==> config.mk <==
export PLATFORM = sky130hd
export DESIGN_NAME = agb_top
export DESIGN_NICKNAME = d
export VERILOG_FILES = /design/src/rtl/agb_pkg.sv /design/src/rtl/agb_avmm_slave.sv /design/src/rtl/agb_cathode_sel.sv /design/src/rtl/agb_top.sv
export SDC_FILE = /design/constraint.sdc
export NUM_CORES = 1
export LEC_CHECK = 0
export BUFFER_PORTS_ARGS = -buffer_cell sky130_fd_sc_hd__buf_2
export CORE_ASPECT_RATIO = 0.8
export CORE_MARGIN = 2
export CORE_UTILIZATION = 38
export DETAILED_ROUTE_END_ITERATION = 8
export GPL_TIMING_DRIVEN = 0
export HOLD_SLACK_MARGIN = 0.02
export MAX_ROUTING_LAYER = met4
export PLACE_DENSITY = 0.65
export RECOVER_POWER = 50
export SYNTH_ARGS = -nofsm -noshare
export SYNTH_HDL_FRONTEND = slang
export SYNTH_SLANG_ARGS = --single-unit
==> constraint.sdc <==
create_clock -name core_clk -period 2.2 [get_ports core_clk]
set_input_delay 0.11 -clock core_clk [delete_from_list [all_inputs] [get_ports core_clk]]
set_output_delay 0.11 -clock core_clk [all_outputs]
set_load 0.1 [all_outputs]
==> src/rtl/agb_pkg.sv <==
// ==========================================================================
// constants shared by the afe global bias bank
package agb_pkg;

  // ========================================================================
  // bus geometry
  localparam int          ADDR_W    = 8;
  localparam int          DATA_W    = 32;
  localparam int          REG_W     = 16;

  // ========================================================================
  // register byte offsets and reset values
  localparam logic [7:0]  OFS_BIAS  = 8'h3c;
  localparam logic [7:0]  OFS_SLOT  = 8'h54;
  localparam logic [15:0] RST_BIAS  = 16'h3006;
  localparam logic [15:0] RST_SLOT  = 16'h0020;

  // ========================================================================
  // field positions, global bias register
  localparam int          BIAS_CATH_BIT = 9;
  localparam int          PD_LSB        = 3;
  localparam int          PD_W          = 6;
  // channel n (0-based, n>=1) is powered down by field bit n + PD_CH_BASE
  localparam int          PD_CH_BASE    = 2;

  // ========================================================================
  // field positions, slot cathode and integrate register
  localparam int          SB_ONE_BIT    = 15;
  localparam int          SA_ONE_BIT    = 14;
  localparam int          SLEEP_LSB     = 12;
  localparam int          SLOTB_LSB     = 10;
  localparam int          SLOTA_LSB     = 8;
  localparam int          OVR_BIT       = 7;

  // ========================================================================
  // channels and integrate masks
  localparam int          NUM_CH        = 4;
  localparam logic [3:0]  MASK_ALL_CH   = 4'hf;
  localparam logic [3:0]  MASK_CH1      = 4'h1;

  // ========================================================================
  // four-level cathode / anode code
  localparam logic [1:0]  LVL_1V8  = 2'h0;
  localparam logic [1:0]  LVL_1V3  = 2'h1;
  localparam logic [1:0]  LVL_1V55 = 2'h2;
  localparam logic [1:0]  LVL_0V   = 2'h3;

  // ========================================================================
  // operating phase reported by the slot sequencer
  typedef enum logic [1:0] {
    PH_IDLE,
    PH_SLEEP,
    PH_SLOT_A,
    PH_SLOT_B
  } agb_phase_t;

endpackage

==> src/rtl/agb_avmm_slave.sv <==
`timescale 1ns/1ns
// ==========================================================================
// avalon-mm handshake: one wait cycle, then a one-cycle acknowledge
module agb_avmm_slave (
  // clock and reset
  input  wire logic                      core_clk,
  input  wire logic                      reset,
  // bus request
  input  wire logic                      avs_read,
  input  wire logic                      avs_write,
  // read data offered by the register file
  input  wire logic [agb_pkg::DATA_W-1:0] rd_value,
  // bus answer
  output logic                           avs_waitrequest,
  output logic [agb_pkg::DATA_W-1:0]     avs_readdata,
  // write strobe to the register file
  output logic                           wr_strobe
);

  logic                         wait_ff;
  logic                         nxt_wait;
  logic [agb_pkg::DATA_W-1:0]   rdata_ff;
  logic [agb_pkg::DATA_W-1:0]   nxt_rdata;
  logic                         req;

  // ========================================================================
  // handshake next state; waitrequest rests high so no request slips by
  always_comb begin
    req       = avs_read | avs_write;
    nxt_wait  = ~(req & wait_ff);
    nxt_rdata = rdata_ff;
    if (avs_read && wait_ff) begin
      nxt_rdata = rd_value;
    end
  end

  always_ff @(posedge core_clk or posedge reset) begin
    if (reset) begin
      wait_ff  <= 1'b1;
      rdata_ff <= '0;
    end else begin
      wait_ff  <= nxt_wait;
      rdata_ff <= nxt_rdata;
    end
  end

  // write lands on the edge where the master sees waitrequest low
  assign wr_strobe       = avs_write & ~wait_ff;
  assign avs_waitrequest = wait_ff;
  assign avs_readdata    = rdata_ff;

endmodule // agb_avmm_slave

==> src/rtl/agb_cathode_sel.sv <==
`timescale 1ns/1ns
// ==========================================================================
// picks cathode and anode level codes from phase and bias settings
module agb_cathode_sel (
  // phase and settings
  input  wire agb_pkg::agb_phase_t phase,
  input  wire logic                global_cath,
  input  wire logic                override_en,
  input  wire logic [1:0]          sleep_lvl,
  input  wire logic [1:0]          slot_a_lvl,
  input  wire logic [1:0]          slot_b_lvl,
  // level codes
  output logic [1:0]               cath_lvl,
  output logic [1:0]               anode_lvl
);

  logic [1:0] global_lvl;

  // ========================================================================
  // global level, then per-phase override, then anode follow in sleep
  always_comb begin
    global_lvl = global_cath ? agb_pkg::LVL_1V8 : agb_pkg::LVL_1V3;
    cath_lvl   = global_lvl;
    anode_lvl  = agb_pkg::LVL_1V3;
    if (override_en) begin
      case (phase)
        agb_pkg::PH_SLEEP:  cath_lvl = sleep_lvl;
        agb_pkg::PH_SLOT_A: cath_lvl = slot_a_lvl;
        agb_pkg::PH_SLOT_B: cath_lvl = slot_b_lvl;
        default:            cath_lvl = global_lvl;
      endcase
    end
    // slots keep anode at 1.3 v; sleep removes all diode bias
    if (phase == agb_pkg::PH_SLEEP) begin
      anode_lvl = cath_lvl;
    end
  end

endmodule // agb_cathode_sel

==> src/rtl/agb_top.sv <==
// Functional notes
// - global bit: clear 1.3 V, set 1.8 V
// - powerdown 0x38 drops channels 2-4, zero none
// - slot B bit selects channel one integration
// - slot A bit selects channel one integration
// - override: sleep field drives cathode in sleep
// - in sleep anode follows cathode
// - override: slot B cathode field, anode 1.3 V
// - override: slot A cathode field, anode 1.3 V
// - override bit picks per-phase fields over global
//
// The Avalon-MM interface to the registers was left to the implementer.
`timescale 1ns/1ns
module agb_top (
  // clock and reset
  input  wire logic                        core_clk,
  input  wire logic                        reset,
  // avalon-mm slave
  input  wire logic [agb_pkg::ADDR_W-1:0]  avs_address,
  input  wire logic                        avs_read,
  input  wire logic                        avs_write,
  input  wire logic [agb_pkg::DATA_W-1:0]  avs_writedata,
  input  wire logic [3:0]                  avs_byteenable,
  output logic [agb_pkg::DATA_W-1:0]       avs_readdata,
  output logic                             avs_waitrequest,
  // phase from the slot sequencer, same clock
  input  wire agb_pkg::agb_phase_t         seq_phase,
  // photodiode bias controls
  output logic [1:0]                       cathode_level,
  output logic [1:0]                       anode_level,
  // channel power and integration
  output logic [agb_pkg::PD_W-1:0]         channel_powerdown_select,
  output logic [agb_pkg::NUM_CH-1:0]       channel_off,
  output logic [agb_pkg::NUM_CH-1:0]       slot_a_integrate_ch,
  output logic [agb_pkg::NUM_CH-1:0]       slot_b_integrate_ch
);

  // ========================================================================
  // declarations
  logic [agb_pkg::REG_W-1:0]  bias_ff;
  logic [agb_pkg::REG_W-1:0]  nxt_bias;
  logic [agb_pkg::REG_W-1:0]  slot_ff;
  logic [agb_pkg::REG_W-1:0]  nxt_slot;
  logic [agb_pkg::DATA_W-1:0] rd_value;
  logic                       wr_strobe;
  logic                       hit_bias;
  logic                       hit_slot;

  logic [1:0]                 cath_ff;
  logic [1:0]                 nxt_cath;
  logic [1:0]                 anode_ff;
  logic [1:0]                 nxt_anode;
  logic [agb_pkg::PD_W-1:0]   pd_sel_ff;
  logic [agb_pkg::PD_W-1:0]   nxt_pd_sel;
  logic [agb_pkg::NUM_CH-1:0] ch_off_ff;
  logic [agb_pkg::NUM_CH-1:0] nxt_ch_off;
  logic [agb_pkg::NUM_CH-1:0] int_a_ff;
  logic [agb_pkg::NUM_CH-1:0] nxt_int_a;
  logic [agb_pkg::NUM_CH-1:0] int_b_ff;
  logic [agb_pkg::NUM_CH-1:0] nxt_int_b;

  logic [1:0]                 sel_cath;
  logic [1:0]                 sel_anode;
  logic [agb_pkg::PD_W-1:0]   pd_field;
  logic                       override_en;

  // ========================================================================
  // byte-lane merge; only lanes 0 and 1 carry register bits
  function automatic logic [15:0] be_merge(
    input logic [15:0] old_val,
    input logic [31:0] wdata,
    input logic [3:0]  be
  );
    logic [15:0] res;
    res = old_val;
    if (be[0]) begin
      res[7:0] = wdata[7:0];
    end
    if (be[1]) begin
      res[15:8] = wdata[15:8];
    end
    return res;
  endfunction

  // ========================================================================
  // bus handshake
  agb_avmm_slave u_slave (
    .core_clk        (core_clk),
    .reset           (reset),
    .avs_read        (avs_read),
    .avs_write       (avs_write),
    .rd_value        (rd_value),
    .avs_waitrequest (avs_waitrequest),
    .avs_readdata    (avs_readdata),
    .wr_strobe       (wr_strobe)
  );

  // ========================================================================
  // address decode and read mux; unmapped reads return zero
  always_comb begin
    hit_bias = (avs_address == agb_pkg::OFS_BIAS);
    hit_slot = (avs_address == agb_pkg::OFS_SLOT);
    rd_value = '0;
    if (hit_bias) begin
      rd_value = {16'h0000, bias_ff};
    end else if (hit_slot) begin
      rd_value = {16'h0000, slot_ff};
    end
  end

  // ========================================================================
  // register file next values; reserved bits are stored as written
  // so software can read back the defaults it is meant to keep
  always_comb begin
    nxt_bias = bias_ff;
    nxt_slot = slot_ff;
    if (wr_strobe && hit_bias) begin
      nxt_bias = be_merge(bias_ff, avs_writedata, avs_byteenable);
    end
    if (wr_strobe && hit_slot) begin
      nxt_slot = be_merge(slot_ff, avs_writedata, avs_byteenable);
    end
  end

  always_ff @(posedge core_clk or posedge reset) begin
    if (reset) begin
      bias_ff <= agb_pkg::RST_BIAS;
      slot_ff <= agb_pkg::RST_SLOT;
    end else begin
      bias_ff <= nxt_bias;
      slot_ff <= nxt_slot;
    end
  end

  // ========================================================================
  // field extraction
  assign pd_field    = bias_ff[agb_pkg::PD_LSB +: agb_pkg::PD_W];
  assign override_en = slot_ff[agb_pkg::OVR_BIT];

  // ========================================================================
  // cathode / anode selection
  agb_cathode_sel u_cath (
    .phase       (seq_phase),
    .global_cath (bias_ff[agb_pkg::BIAS_CATH_BIT]),
    .override_en (override_en),
    .sleep_lvl   (slot_ff[agb_pkg::SLEEP_LSB +: 2]),
    .slot_a_lvl  (slot_ff[agb_pkg::SLOTA_LSB +: 2]),
    .slot_b_lvl  (slot_ff[agb_pkg::SLOTB_LSB +: 2]),
    .cath_lvl    (sel_cath),
    .anode_lvl   (sel_anode)
  );

  // ========================================================================
  // per-channel power-down and integrate masks; channel 1 has no
  // power-down bit, so it always stays up for single-channel use
  genvar ch;
  generate
    for (ch = 0; ch < agb_pkg::NUM_CH; ch++) begin : g_ch
      if (ch == 0) begin : g_first
        assign nxt_ch_off[ch] = 1'b0;
      end else begin : g_rest
        assign nxt_ch_off[ch] = pd_field[ch + agb_pkg::PD_CH_BASE];
      end
      assign nxt_int_a[ch] = slot_ff[agb_pkg::SA_ONE_BIT]
                             ? agb_pkg::MASK_CH1[ch]
                             : agb_pkg::MASK_ALL_CH[ch];
      assign nxt_int_b[ch] = slot_ff[agb_pkg::SB_ONE_BIT]
                             ? agb_pkg::MASK_CH1[ch]
                             : agb_pkg::MASK_ALL_CH[ch];
    end
  endgenerate

  // ========================================================================
  // output next values
  always_comb begin
    nxt_cath   = sel_cath;
    nxt_anode  = sel_anode;
    nxt_pd_sel = pd_field;
  end

  // outputs registered: one cycle behind the phase, glitch-free drivers
  always_ff @(posedge core_clk or posedge reset) begin
    if (reset) begin
      cath_ff   <= agb_pkg::LVL_1V3;
      anode_ff  <= agb_pkg::LVL_1V3;
      pd_sel_ff <= '0;
      ch_off_ff <= '0;
      int_a_ff  <= agb_pkg::MASK_ALL_CH;
      int_b_ff  <= agb_pkg::MASK_ALL_CH;
    end else begin
      cath_ff   <= nxt_cath;
      anode_ff  <= nxt_anode;
      pd_sel_ff <= nxt_pd_sel;
      ch_off_ff <= nxt_ch_off;
      int_a_ff  <= nxt_int_a;
      int_b_ff  <= nxt_int_b;
    end
  end

  assign cathode_level            = cath_ff;
  assign anode_level              = anode_ff;
  assign channel_powerdown_select = pd_sel_ff;
  assign channel_off              = ch_off_ff;
  assign slot_a_integrate_ch      = int_a_ff;
  assign slot_b_integrate_ch      = int_b_ff;

  // ========================================================================
  // checks on bias selection
  AST_GLOBAL_LOW: assert property (@(posedge core_clk)
    disable iff (reset)
    !slot_ff[agb_pkg::OVR_BIT] && !bias_ff[agb_pkg::BIAS_CATH_BIT]
    |=> cathode_level == agb_pkg::LVL_1V3)
    else $error("global cathode bit clear did not give 1.3 V");

  AST_GLOBAL_HIGH: assert property (@(posedge core_clk)
    disable iff (reset)
    !slot_ff[agb_pkg::OVR_BIT] && bias_ff[agb_pkg::BIAS_CATH_BIT]
    |=> cathode_level == agb_pkg::LVL_1V8)
    else $error("global cathode bit set did not give 1.8 V");

  AST_SLEEP_CATH: assert property (@(posedge core_clk)
    disable iff (reset)
    slot_ff[agb_pkg::OVR_BIT] && seq_phase == agb_pkg::PH_SLEEP
    |=> cathode_level == $past(slot_ff[13:12]))
    else $error("sleep cathode field not applied");

  AST_SLEEP_ANODE: assert property (@(posedge core_clk)
    disable iff (reset)
    seq_phase == agb_pkg::PH_SLEEP
    |=> anode_level == cathode_level)
    else $error("anode not tied to cathode in sleep");

  AST_SLOT_B: assert property (@(posedge core_clk)
    disable iff (reset)
    slot_ff[agb_pkg::OVR_BIT] && seq_phase == agb_pkg::PH_SLOT_B
    |=> cathode_level == $past(slot_ff[11:10])
        && anode_level == agb_pkg::LVL_1V3)
    else $error("slot B cathode or anode wrong");

  AST_SLOT_A: assert property (@(posedge core_clk)
    disable iff (reset)
    slot_ff[agb_pkg::OVR_BIT] && seq_phase == agb_pkg::PH_SLOT_A
    |=> cathode_level == $past(slot_ff[9:8])
        && anode_level == agb_pkg::LVL_1V3)
    else $error("slot A cathode or anode wrong");

  // ========================================================================
  // checks on channel power and integration
  AST_PD_THREE: assert property (@(posedge core_clk)
    disable iff (reset)
    pd_field == 6'h38 |=> channel_off == 4'he)
    else $error("0x38 did not power down channels 2 to 4");

  AST_PD_NONE: assert property (@(posedge core_clk)
    disable iff (reset)
    pd_field == 6'h00 |=> channel_off == 4'h0)
    else $error("zero select left a channel down");

  AST_INT_B: assert property (@(posedge core_clk)
    disable iff (reset)
    ##1 slot_b_integrate_ch == ($past(slot_ff[15]) ? 4'h1 : 4'hf))
    else $error("slot B integrate mask wrong");

  AST_INT_A: assert property (@(posedge core_clk)
    disable iff (reset)
    ##1 slot_a_integrate_ch == ($past(slot_ff[14]) ? 4'h1 : 4'hf))
    else $error("slot A integrate mask wrong");

  // select output mirrors its field one cycle late
  AST_PD_COPY: assert property (@(posedge core_clk)
    disable iff (reset)
    ##1 channel_powerdown_select == $past(pd_field))
    else $error("power-down select output does not follow its field");

  // channel 1 carries single-channel integration, so it never drops
  AST_CH1_ON: assert property (@(posedge core_clk)
    disable iff (reset)
    !channel_off[0])
    else $error("channel 1 powered down");

  // ========================================================================
  // bus checks: accepted writes land on the next cycle, gaps stay inert
  AST_WRITE_LANDS: assert property (@(posedge core_clk) disable iff (reset)
    avs_write && !avs_waitrequest && hit_slot
    && avs_byteenable[1:0] == 2'h3
    |=> slot_ff == $past(avs_writedata[15:0]))
    else $error("accepted write not stored");

  AST_BIAS_LANDS: assert property (@(posedge core_clk) disable iff (reset)
    avs_write && !avs_waitrequest && hit_bias
    && avs_byteenable[1:0] == 2'h3
    |=> bias_ff == $past(avs_writedata[15:0]))
    else $error("accepted write to bias register not stored");

  // unmapped writes are dropped silently, no error path exists
  AST_WRITE_GAP: assert property (@(posedge core_clk) disable iff (reset)
    avs_write && !avs_waitrequest && !hit_bias && !hit_slot
    |=> $stable(bias_ff) && $stable(slot_ff))
    else $error("unmapped write changed a register");

  // unmapped reads answer zero
  AST_READ_GAP: assert property (@(posedge core_clk) disable iff (reset)
    avs_read && avs_waitrequest && !hit_bias && !hit_slot
    |=> avs_readdata == 32'h0000_0000)
    else $error("unmapped read returned data");

  AST_RDATA_HIGH: assert property (@(posedge core_clk) disable iff (reset)
    avs_readdata[31:16] == 16'h0000)
    else $error("upper read data bits not zero");

  AST_ONE_WAIT: assert property (@(posedge core_clk) disable iff (reset)
    (avs_read || avs_write) && avs_waitrequest |=> !avs_waitrequest)
    else $error("waitrequest held longer than one cycle");

  // idle bus: waitrequest rests high
  AST_WAIT_REST: assert property (@(posedge core_clk) disable iff (reset)
    !avs_read && !avs_write |=> avs_waitrequest)
    else $error("waitrequest low with no request");

endmodule // agb_top

# Yosys cells after proc, flatten, opt, wreduce, memory -nomap -nowiden
# Cells that the tools add are included.
# classes
eq_ne,5
muxes,8
bitwise_logic,5
n_reduce_logical,7
# op_table
operator,n
2-to-1 mux 32 bit,1
2-to-1 mux 16 bit,1
"equality test 8 x 6 -> 1 bit, second input constant",1
"equality test 8 x 7 -> 1 bit, second input constant",1
AND reduction 2 bit,4
one-hot mux 2 bit (3 select lines),1
"equality test 2 bit, second input constant",2
2-to-1 mux 2 bit,2
logical AND 1 bit,3
2-to-1 mux 1 bit,3
AND 1 bit,2
"equality test 2 x 1 -> 1 bit, second input constant",1
inverter 1 bit,2
bitwise OR 1 bit,1
# totals
reg_bits,80
input_bits,50

# Logic depth before layout (Yosys ltp)
# Gate-level depths: netlist of run 1.
# logic_depth
word_depth,4
mapped_depth,5
depth_no_buf,3

# Cells and area by module
# A second synthesis of run 1 with hierarchy kept.
# hier_totals
hier_cells,227
hier_area_um2,3409.5
# by_module_without_submodules
module,seq_area_each_um2,n_inst,cells_each,area_each_um2
agb_top,1112.3,1,141,1919.3
agb_avmm_slave,827.0,1,72,1388.8
agb_cathode_sel,0.0,1,14,101.3

# Least setup slack after synthesis of run 1
# No wires, ideal clock.
# synth_timing
path_kind,register to register
startpoint,"reg u_slave.wait_ff, in the netlist u_slave.avs_waitrequest"
endpoint,"reg u_slave.rdata_ff, in the netlist u_slave.avs_readdata[1]"
path_stages_with_launch,6
setup_slack_ps,342
t_required_ps,2134
synth_period_minus_slack_ps,1858
t_arrival_ps,1792
setup_ps,66
n_path_buf,2
path_cell_list,dfstp_2 > nand2_1 > and3b_1 > clkbuf_2 > buf_2 > a221o_1
# synth_between
elab_chain_cells,1
# synth_lines
item,line,text
"start, declared",agb_avmm_slave.sv:20,logic wait_ff;
"start signal, assigned",agb_avmm_slave.sv:42,wait_ff <= nxt_wait;
logical AND 1 bit,agb_avmm_slave.sv:32,if (avs_read && wait_ff) begin
"end signal, assigned",agb_avmm_slave.sv:43,rdata_ff <= nxt_rdata;
"end, declared",agb_avmm_slave.sv:22,logic [agb_pkg::DATA_W-1:0] rdata_ff;
# Every way passes these cells.
# A chain may end at the register's enable or synchronous reset.

# Worst setup path after layout of run 1
# layout_timing
startpoint,"reg u_slave.wait_ff, in the netlist u_slave.avs_waitrequest"
endpoint,"reg u_slave.rdata_ff, in the netlist u_slave.avs_readdata[8]"
# Same word-level chain as after synthesis.

==> flow_metrics.env, run 1 <==
export IMPL_start_util_pct=38.6
export IMPL_crit_type="register to register"
export IMPL_critPathSlowestCell="dfstp_2"
export IMPL_status="completed"
export IMPL_ys_types=25
export IMPL_nNetsFinal=351
export IMPL_drive_gt1_share_pct=50.7
export IMPL_netlist_top_cells_area="dfrtp_1 (49%), mux2_2 (15%), dfstp_2 (10%)"
export IMPL_rsz0062_at_grt="false"
export IMPL_io_pins=105
export IMPL_clock_latency_ns=0.33
export IMPL_grt_max_degree=37
export IMPL_cts_setup_buffers=0
export IMPL_yosysWarningCount=0
export IMPL_drt_initial_drc_count=88
export IMPL_syn_avg_cell_area_um2=13.8
export IMPL_switching_power_mw=0.674
export IMPL_firstDrtPassIters=4
export IMPL_syn_inst=190
export IMPL_setup_viol=0
export IMPL_cts_tree="built"
export IMPL_die_height_um=78.3
export IMPL_swShare_pct=26.8
export IMPL_p_comb_share_pct=13.6
export IMPL_cts_root_buf="clkbuf_8"
export IMPL_grt_pass1_vias=1759
export IMPL_antenna_cells=0
export IMPL_clk_pin_slew_ns=0.06
export IMPL_hpwl_mm=3.79
export IMPL_wl_per_cell_um=13.5
export IMPL_synth_top_cell_area_share_pct=48.7
export IMPL_cp_top_family="flip-flops"
export IMPL_fin_tns_setup_ns=0
export IMPL_post_route_drc_count=0
export IMPL_cp_data_arrival_time_ns=1.97
export IMPL_final_common_cell="buf_2"
export IMPL_cp_cell_sequence="nand2_1 > and3b_1 > clkbuf_2 > buf_2 > a221o_1"
export IMPL_fin_crit_ns=1.70
export IMPL_vias_per_cell=4.61
export IMPL_finalCritPeriodShare_pct=77.3
export IMPL_drtAntennaViolNets=0
export IMPL_antenna_found_initial=0
export IMPL_postCtsResizedCells=0
export IMPL_synth_seq_cells=61
export IMPL_dieArea_um2=7580
export IMPL_place_area_um2=3150
export IMPL_hold_path_class="primary input to register"
export IMPL_tightest_slew_ns=1.17
export IMPL_grt_first_pass_wirelength_mm=8.65
export IMPL_clockPowerShare_pct=40.6
export IMPL_layout_common_cells="buf_2 (63), dfrtp_1 (51), mux2_2 (34)"
export IMPL_std_cell_rows=27
export IMPL_place_congestion=0.775
export IMPL_hold_viol_final=0
export IMPL_critPathCaptureType="register"
export IMPL_synth_area_um2=2620
export IMPL_port_buffers=67
export IMPL_clockBufferDepth=2
export IMPL_wl_mm=5.32
export IMPL_grt_usage_pct=15.4
export IMPL_die_x_um=96.9
export IMPL_yosysTopAreaCell="dfrtp_1"
export IMPL_p_leak_nw=1.87
export IMPL_h_tree_depth=3
export IMPL_final_cell_area_um2=3500
export IMPL_p_seq_share_pct=45.7
export IMPL_critPathMaxStageDelay_ns=0.55
export IMPL_ys_seq_area_share_pct=58.7
export IMPL_cap_violations=0
export IMPL_fin_util_pct=51.6
export IMPL_start_kind="register"
export IMPL_crit_buf_inv=2
export IMPL_overflow=0
export IMPL_slew_viol_final=0
export IMPL_cts_buffers=9
export IMPL_p_per_area_nw_per_um2=717
export IMPL_vdd_ir_drop_max_mv=0.267
export IMPL_core_area_um2=6790
export IMPL_fmax_ghz=0.588
export IMPL_worstPathRequired_ns=2.47
export IMPL_num_vias=1811
export IMPL_cts_sinks=61
export IMPL_areaGrowthSynthToFinish_pct=33.6
export IMPL_critPathMaxFanout=10
export IMPL_internal_power_mw=1.84
export IMPL_finClkSkew_ns=0.00330
export IMPL_slew_headroom_pct=22.4
==> through the flow <==
step           worst slack (ns)  hold WS (ns)  power, mW  std cells
2_1_floorplan             0.342         0.173       1.43        207
4_1_cts                   0.480        0.0220       2.54        393
5_1_grt                   0.392        0.0211       2.62        393
3_3_place_gp             -0.102         0.276       1.48        361
3_5_place_dp              0.491         0.193       1.49        362
6_report                  0.500        0.0304       2.51        393
==> power groups by stage <==
stage | registers [mW] | logic [mW] | clock network, mW
final | 1.15 | 0.342 | 1.02
after global placement | 1.17 | 0.315 | 0
after detailed placement | 1.17 | 0.323 | 0
after floorplan | 1.20 | 0.225 | 0
after CTS | 1.15 | 0.345 | 1.05
after global routing | 1.15 | 0.362 | 1.11
==> logic make-up (layout without fill, tap and decap cells) <==
group                  Yosys count  in the layout  share of synthesized area (%)
flip-flops                      61             61                           58.7
AO/OA/AOI/OAI                   21             21                           7.26
multiplexers                    35             35                           15.0
other                            2             19                          0.287
buffers and inverters           36            135                           9.31
AND/OR/NAND/NOR                 35             35                           9.45
==> routing by layer <==
layer	wire length, um	share of wire (%)	track usage (%)
met5	0	0	-
met1	2340	44	18.3
met3	429	8.1	6.95
met4	62	1.2	5.07
met2	2490	47	23.5
==> worst paths after layout <==
| path | cells after the start | start | to | slack (ns) |
|---|---|---|---|---|
| setup / recovery | 5 | u_slave.avs_waitrequest | u_slave.avs_readdata[8] | 0.50 |
| hold / removal | 2 | avs_writedata[8] | slot_ff[8] | 0.03 |
| setup reg to reg | 5 | u_slave.avs_waitrequest | u_slave.avs_readdata[8] | 0.50 |
| hold reg to reg | 0 | bias_ff[4] | channel_powerdown_select[1] | 0.40 |
| max in group asynchronous | 4 | reset | anode_level[0] | 0.88 |
| min in group asynchronous | 3 | reset | u_slave.avs_readdata[3] | 0.55 |
==> final cells by class <==
type                            instances  area [um2]
Fill cell                             625        3290
Sequential cell                        61        1540
Multi-Input combinational cell        110         902
Timing Repair Buffer                   83         498
Buffer                                 32         229
Clock buffer                           12         165
Tap cell                               87         109
Clock inverter                          4        45.0
Inverter                                4        15.0
==> worst reg2reg max path, cell delays in order, from the launching register on <==
cell	delay, ns
dfstp_2	0.55
nand2_1	0.18
and3b_1	0.26
clkbuf_2	0.19
buf_2	0.28
a221o_1	0.19
==> Yosys cell counts <==
cell type   n
and4b_1     1
and4bb_1    1
nand2_1     2
a31oi_1     2
a21boi_0    1
nand3_1     4
nand3b_1    2
a221o_1    16
mux2i_1     1
inv_1       4
and4bb_2    2
buf_4      26
clkbuf_2    1
and2_1     16
dfrtp_1    51
conb_1      2
o21ai_0     2
buf_6       1
dfstp_2    10
mux2_2     34
nor2_1      2
clkbuf_1    2
nor4b_2     1
and3b_1     4
buf_2       2
==> registers in the layout, indices dropped and copies added, names as in the netlist <==
signal / count
u_slave.avs_waitrequest: 1
u_slave.avs_readdata: 16
slot_a_integrate_ch: 1
slot_ff: 16
anode_level: 2
bias_ff: 16
channel_off: 1
slot_b_integrate_ch: 1
cathode_level: 2
channel_powerdown_select: 5
==> timing repair <==
item / in CTS / in global routing
endpoints found under the setup margin: 0 / 0
endpoints found under the hold margin: 41 / 0
hold buffers: 15 / 0
Note: power is estimated with default switching activity, not from simulation.
==> run 2, diff against run 1 <==
==> constraint.sdc (replaced) <==
create_clock -name core_clk -period 1.75 [get_ports core_clk]
set_input_delay 0.0875 -clock core_clk [delete_from_list [all_inputs] [get_ports core_clk]]
set_output_delay 0.0875 -clock core_clk [all_outputs]
set_load 0.1 [all_outputs]
==> run 2 against run 1 <==
Non-clock buffer count is 5 higher. Flip-flop and latch count stayed put. Final cell count is 1.3% higher. Hold slack better by 0.066 ns. Final area is 0.96% higher. Largest cell class unchanged.
==> flow_metrics.env, run 2 (synthesis gave the netlist of run 1 again) <==
export IMPL_hpwl_mm=3.75
export IMPL_fin_crit_ns=1.69
export IMPL_p_leak_nw=1.89
export IMPL_rsz0062_at_grt="false"
export IMPL_grt_max_degree=38
export IMPL_tightest_slew_ns=0.998
export IMPL_core_area_um2=6790
export IMPL_cp_cell_sequence="and3b_1 > nand3_1 > mux2_2"
export IMPL_die_x_um=96.9
export IMPL_layout_common_cells="buf_2 (62), dfrtp_1 (51), mux2_2 (34)"
export IMPL_nNetsFinal=356
export IMPL_multi_input_area_um2=910
export IMPL_hold_ws_ns=0.0965
export IMPL_wl_per_cell_um=13.7
export IMPL_drtAntennaViolNets=0
export IMPL_std_cell_rows=27
export IMPL_slew_viol_final=0
export IMPL_start_util_pct=38.6
export IMPL_num_vias=1825
export IMPL_port_buffers=67
export IMPL_cp_top_family="flip-flops"
export IMPL_wl_mm=5.46
export IMPL_p_per_area_nw_per_um2=844
export IMPL_cp_data_arrival_time_ns=1.91
export IMPL_r2r_end="slot_ff[14]"
export IMPL_layout_setup_ws_ns=0.0604
export IMPL_antenna_found_initial=0
export IMPL_r2r_setup_slack_ns=0.06
export IMPL_vdd_ir_drop_max_mv=0.366
export IMPL_status="completed"
export IMPL_regArea_um2=1540
export IMPL_grt_pass1_vias=1711
export IMPL_post_route_drc_count=0
export IMPL_critPathMaxStageDelay_ns=0.63
export IMPL_h_tree_depth=3
export IMPL_drive_gt1_share_pct=51.4
export IMPL_worstPathRequired_ns=1.97
export IMPL_antenna_cells=0
export IMPL_clk_pin_slew_ns=0.06
export IMPL_firstDrtPassIters=4
export IMPL_hold_path_end="anode_level[0]"
export IMPL_overflow=0
export IMPL_crit_type="register to register"
export IMPL_clock_latency_ns=0.33
export IMPL_start_kind="register"
export IMPL_setup_viol=0
export IMPL_crit_buf_inv=0
export IMPL_vias_per_cell=4.59
export IMPL_critPathCaptureType="register"
export IMPL_hold_start="seq_phase[1]"
export IMPL_clockBufferDepth=2
export IMPL_cts_buffers=9
export IMPL_fmax_ghz=0.592
export IMPL_holdPathStages=2
export IMPL_final_common_cell="buf_2"
export IMPL_critPathSlowestCell="dfstp_4"
export IMPL_n_fill_cell=635
export IMPL_timing_rr_start="u_slave.avs_waitrequest"
export IMPL_critPathMaxFanout=8
export IMPL_cap_violations=0
export IMPL_hold_path_class="primary input to register"
export IMPL_rr_worst_depth=3
export IMPL_slew_headroom_pct=33.4
export IMPL_cts_root_buf="clkbuf_8"
export IMPL_dp_slack_ns=-0.0419
export IMPL_finalCritPeriodShare_pct=96.5
export IMPL_finClkSkew_ns=0.00910
export IMPL_grt_usage_pct=15.2
export IMPL_grt_first_pass_wirelength_mm=8.63
export IMPL_die_height_um=78.3
export IMPL_cts_tree="built"
export IMPL_areaGrowthSynthToFinish_pct=34.9
export IMPL_fin_util_pct=52.1
export IMPL_drt_initial_drc_count=54
export IMPL_cts_sinks=61
export IMPL_hold_viol_final=0
export IMPL_place_congestion=0.772
export IMPL_io_pins=105
export IMPL_dieArea_um2=7580
[run 2: cell types whose count changed in the layout (fill, tap and decap cells not counted), sizes merged]
cell	delta
dlygate4sd3	+5
clkbuf	+2
bufinv	-1
clkinv	-1
[run 2: power by group]
part,leakage (nW),internal (mW),switching [mW]
logic,0.985,0.119,0.323
registers,0.816,1.43,0.0114
clock network,0.0905,0.588,0.510
[run 2: worst max path at each step]
stage / from / endpoint / cells after the start
after global routing: u_slave.avs_waitrequest / slot_ff[14] / 3
after global placement: reset / anode_level[1] / 2
after floorplan: u_slave.avs_waitrequest / u_slave.avs_readdata[1] / 5
after CTS: u_slave.avs_waitrequest / u_slave.avs_readdata[8] / 5
final: u_slave.avs_waitrequest / slot_ff[14] / 3
after detailed placement: u_slave.avs_waitrequest / u_slave.avs_readdata[8] / 5
[run 2: area by class of cell]
cell class | instances | area share (%)
Sequential cell | 61 | 43.6
Multi-Input combinational cell | 110 | 25.7
Timing Repair Buffer | 88 | 15.7
Buffer | 32 | 6.55
Clock buffer | 14 | 4.60
Tap cell | 87 | 3.08
Inverter | 4 | 0.425
Clock inverter | 2 | 0.283
[run 2: worst register-to-register path, stage by stage (launching register included)]
cell and delay [ns]:
dfstp_4 0.63, and3b_1 0.20, nand3_1 0.35, mux2_2 0.40
[run 2: routing by layer]
layer  global-route usage (%)  part of all wire, %
met5                        -                    0
met4                     8.03                  1.9
met3                     4.01                  5.6
met2                     21.2                   44
met1                     20.5                   49
[run 2: stage by stage]
stage,power (mW),TNS [ns],instances,instance area (um2)
floorplan,1.80,0,207,2690
global placement,1.87,-31.04,361,3130
detailed placement,1.88,-0.274,362,3150
CTS,3.02,0,398,3530
global route,3.11,0,398,3540
finish,2.98,0,398,3540
[run 2: repair_timing]
action	4_1_cts	5_1_grt
gates resized for setup	1	2
setup endpoints to repair	10	10
buffers inserted	0	0
hold endpoints to repair	55	0
hold buffers	20	0
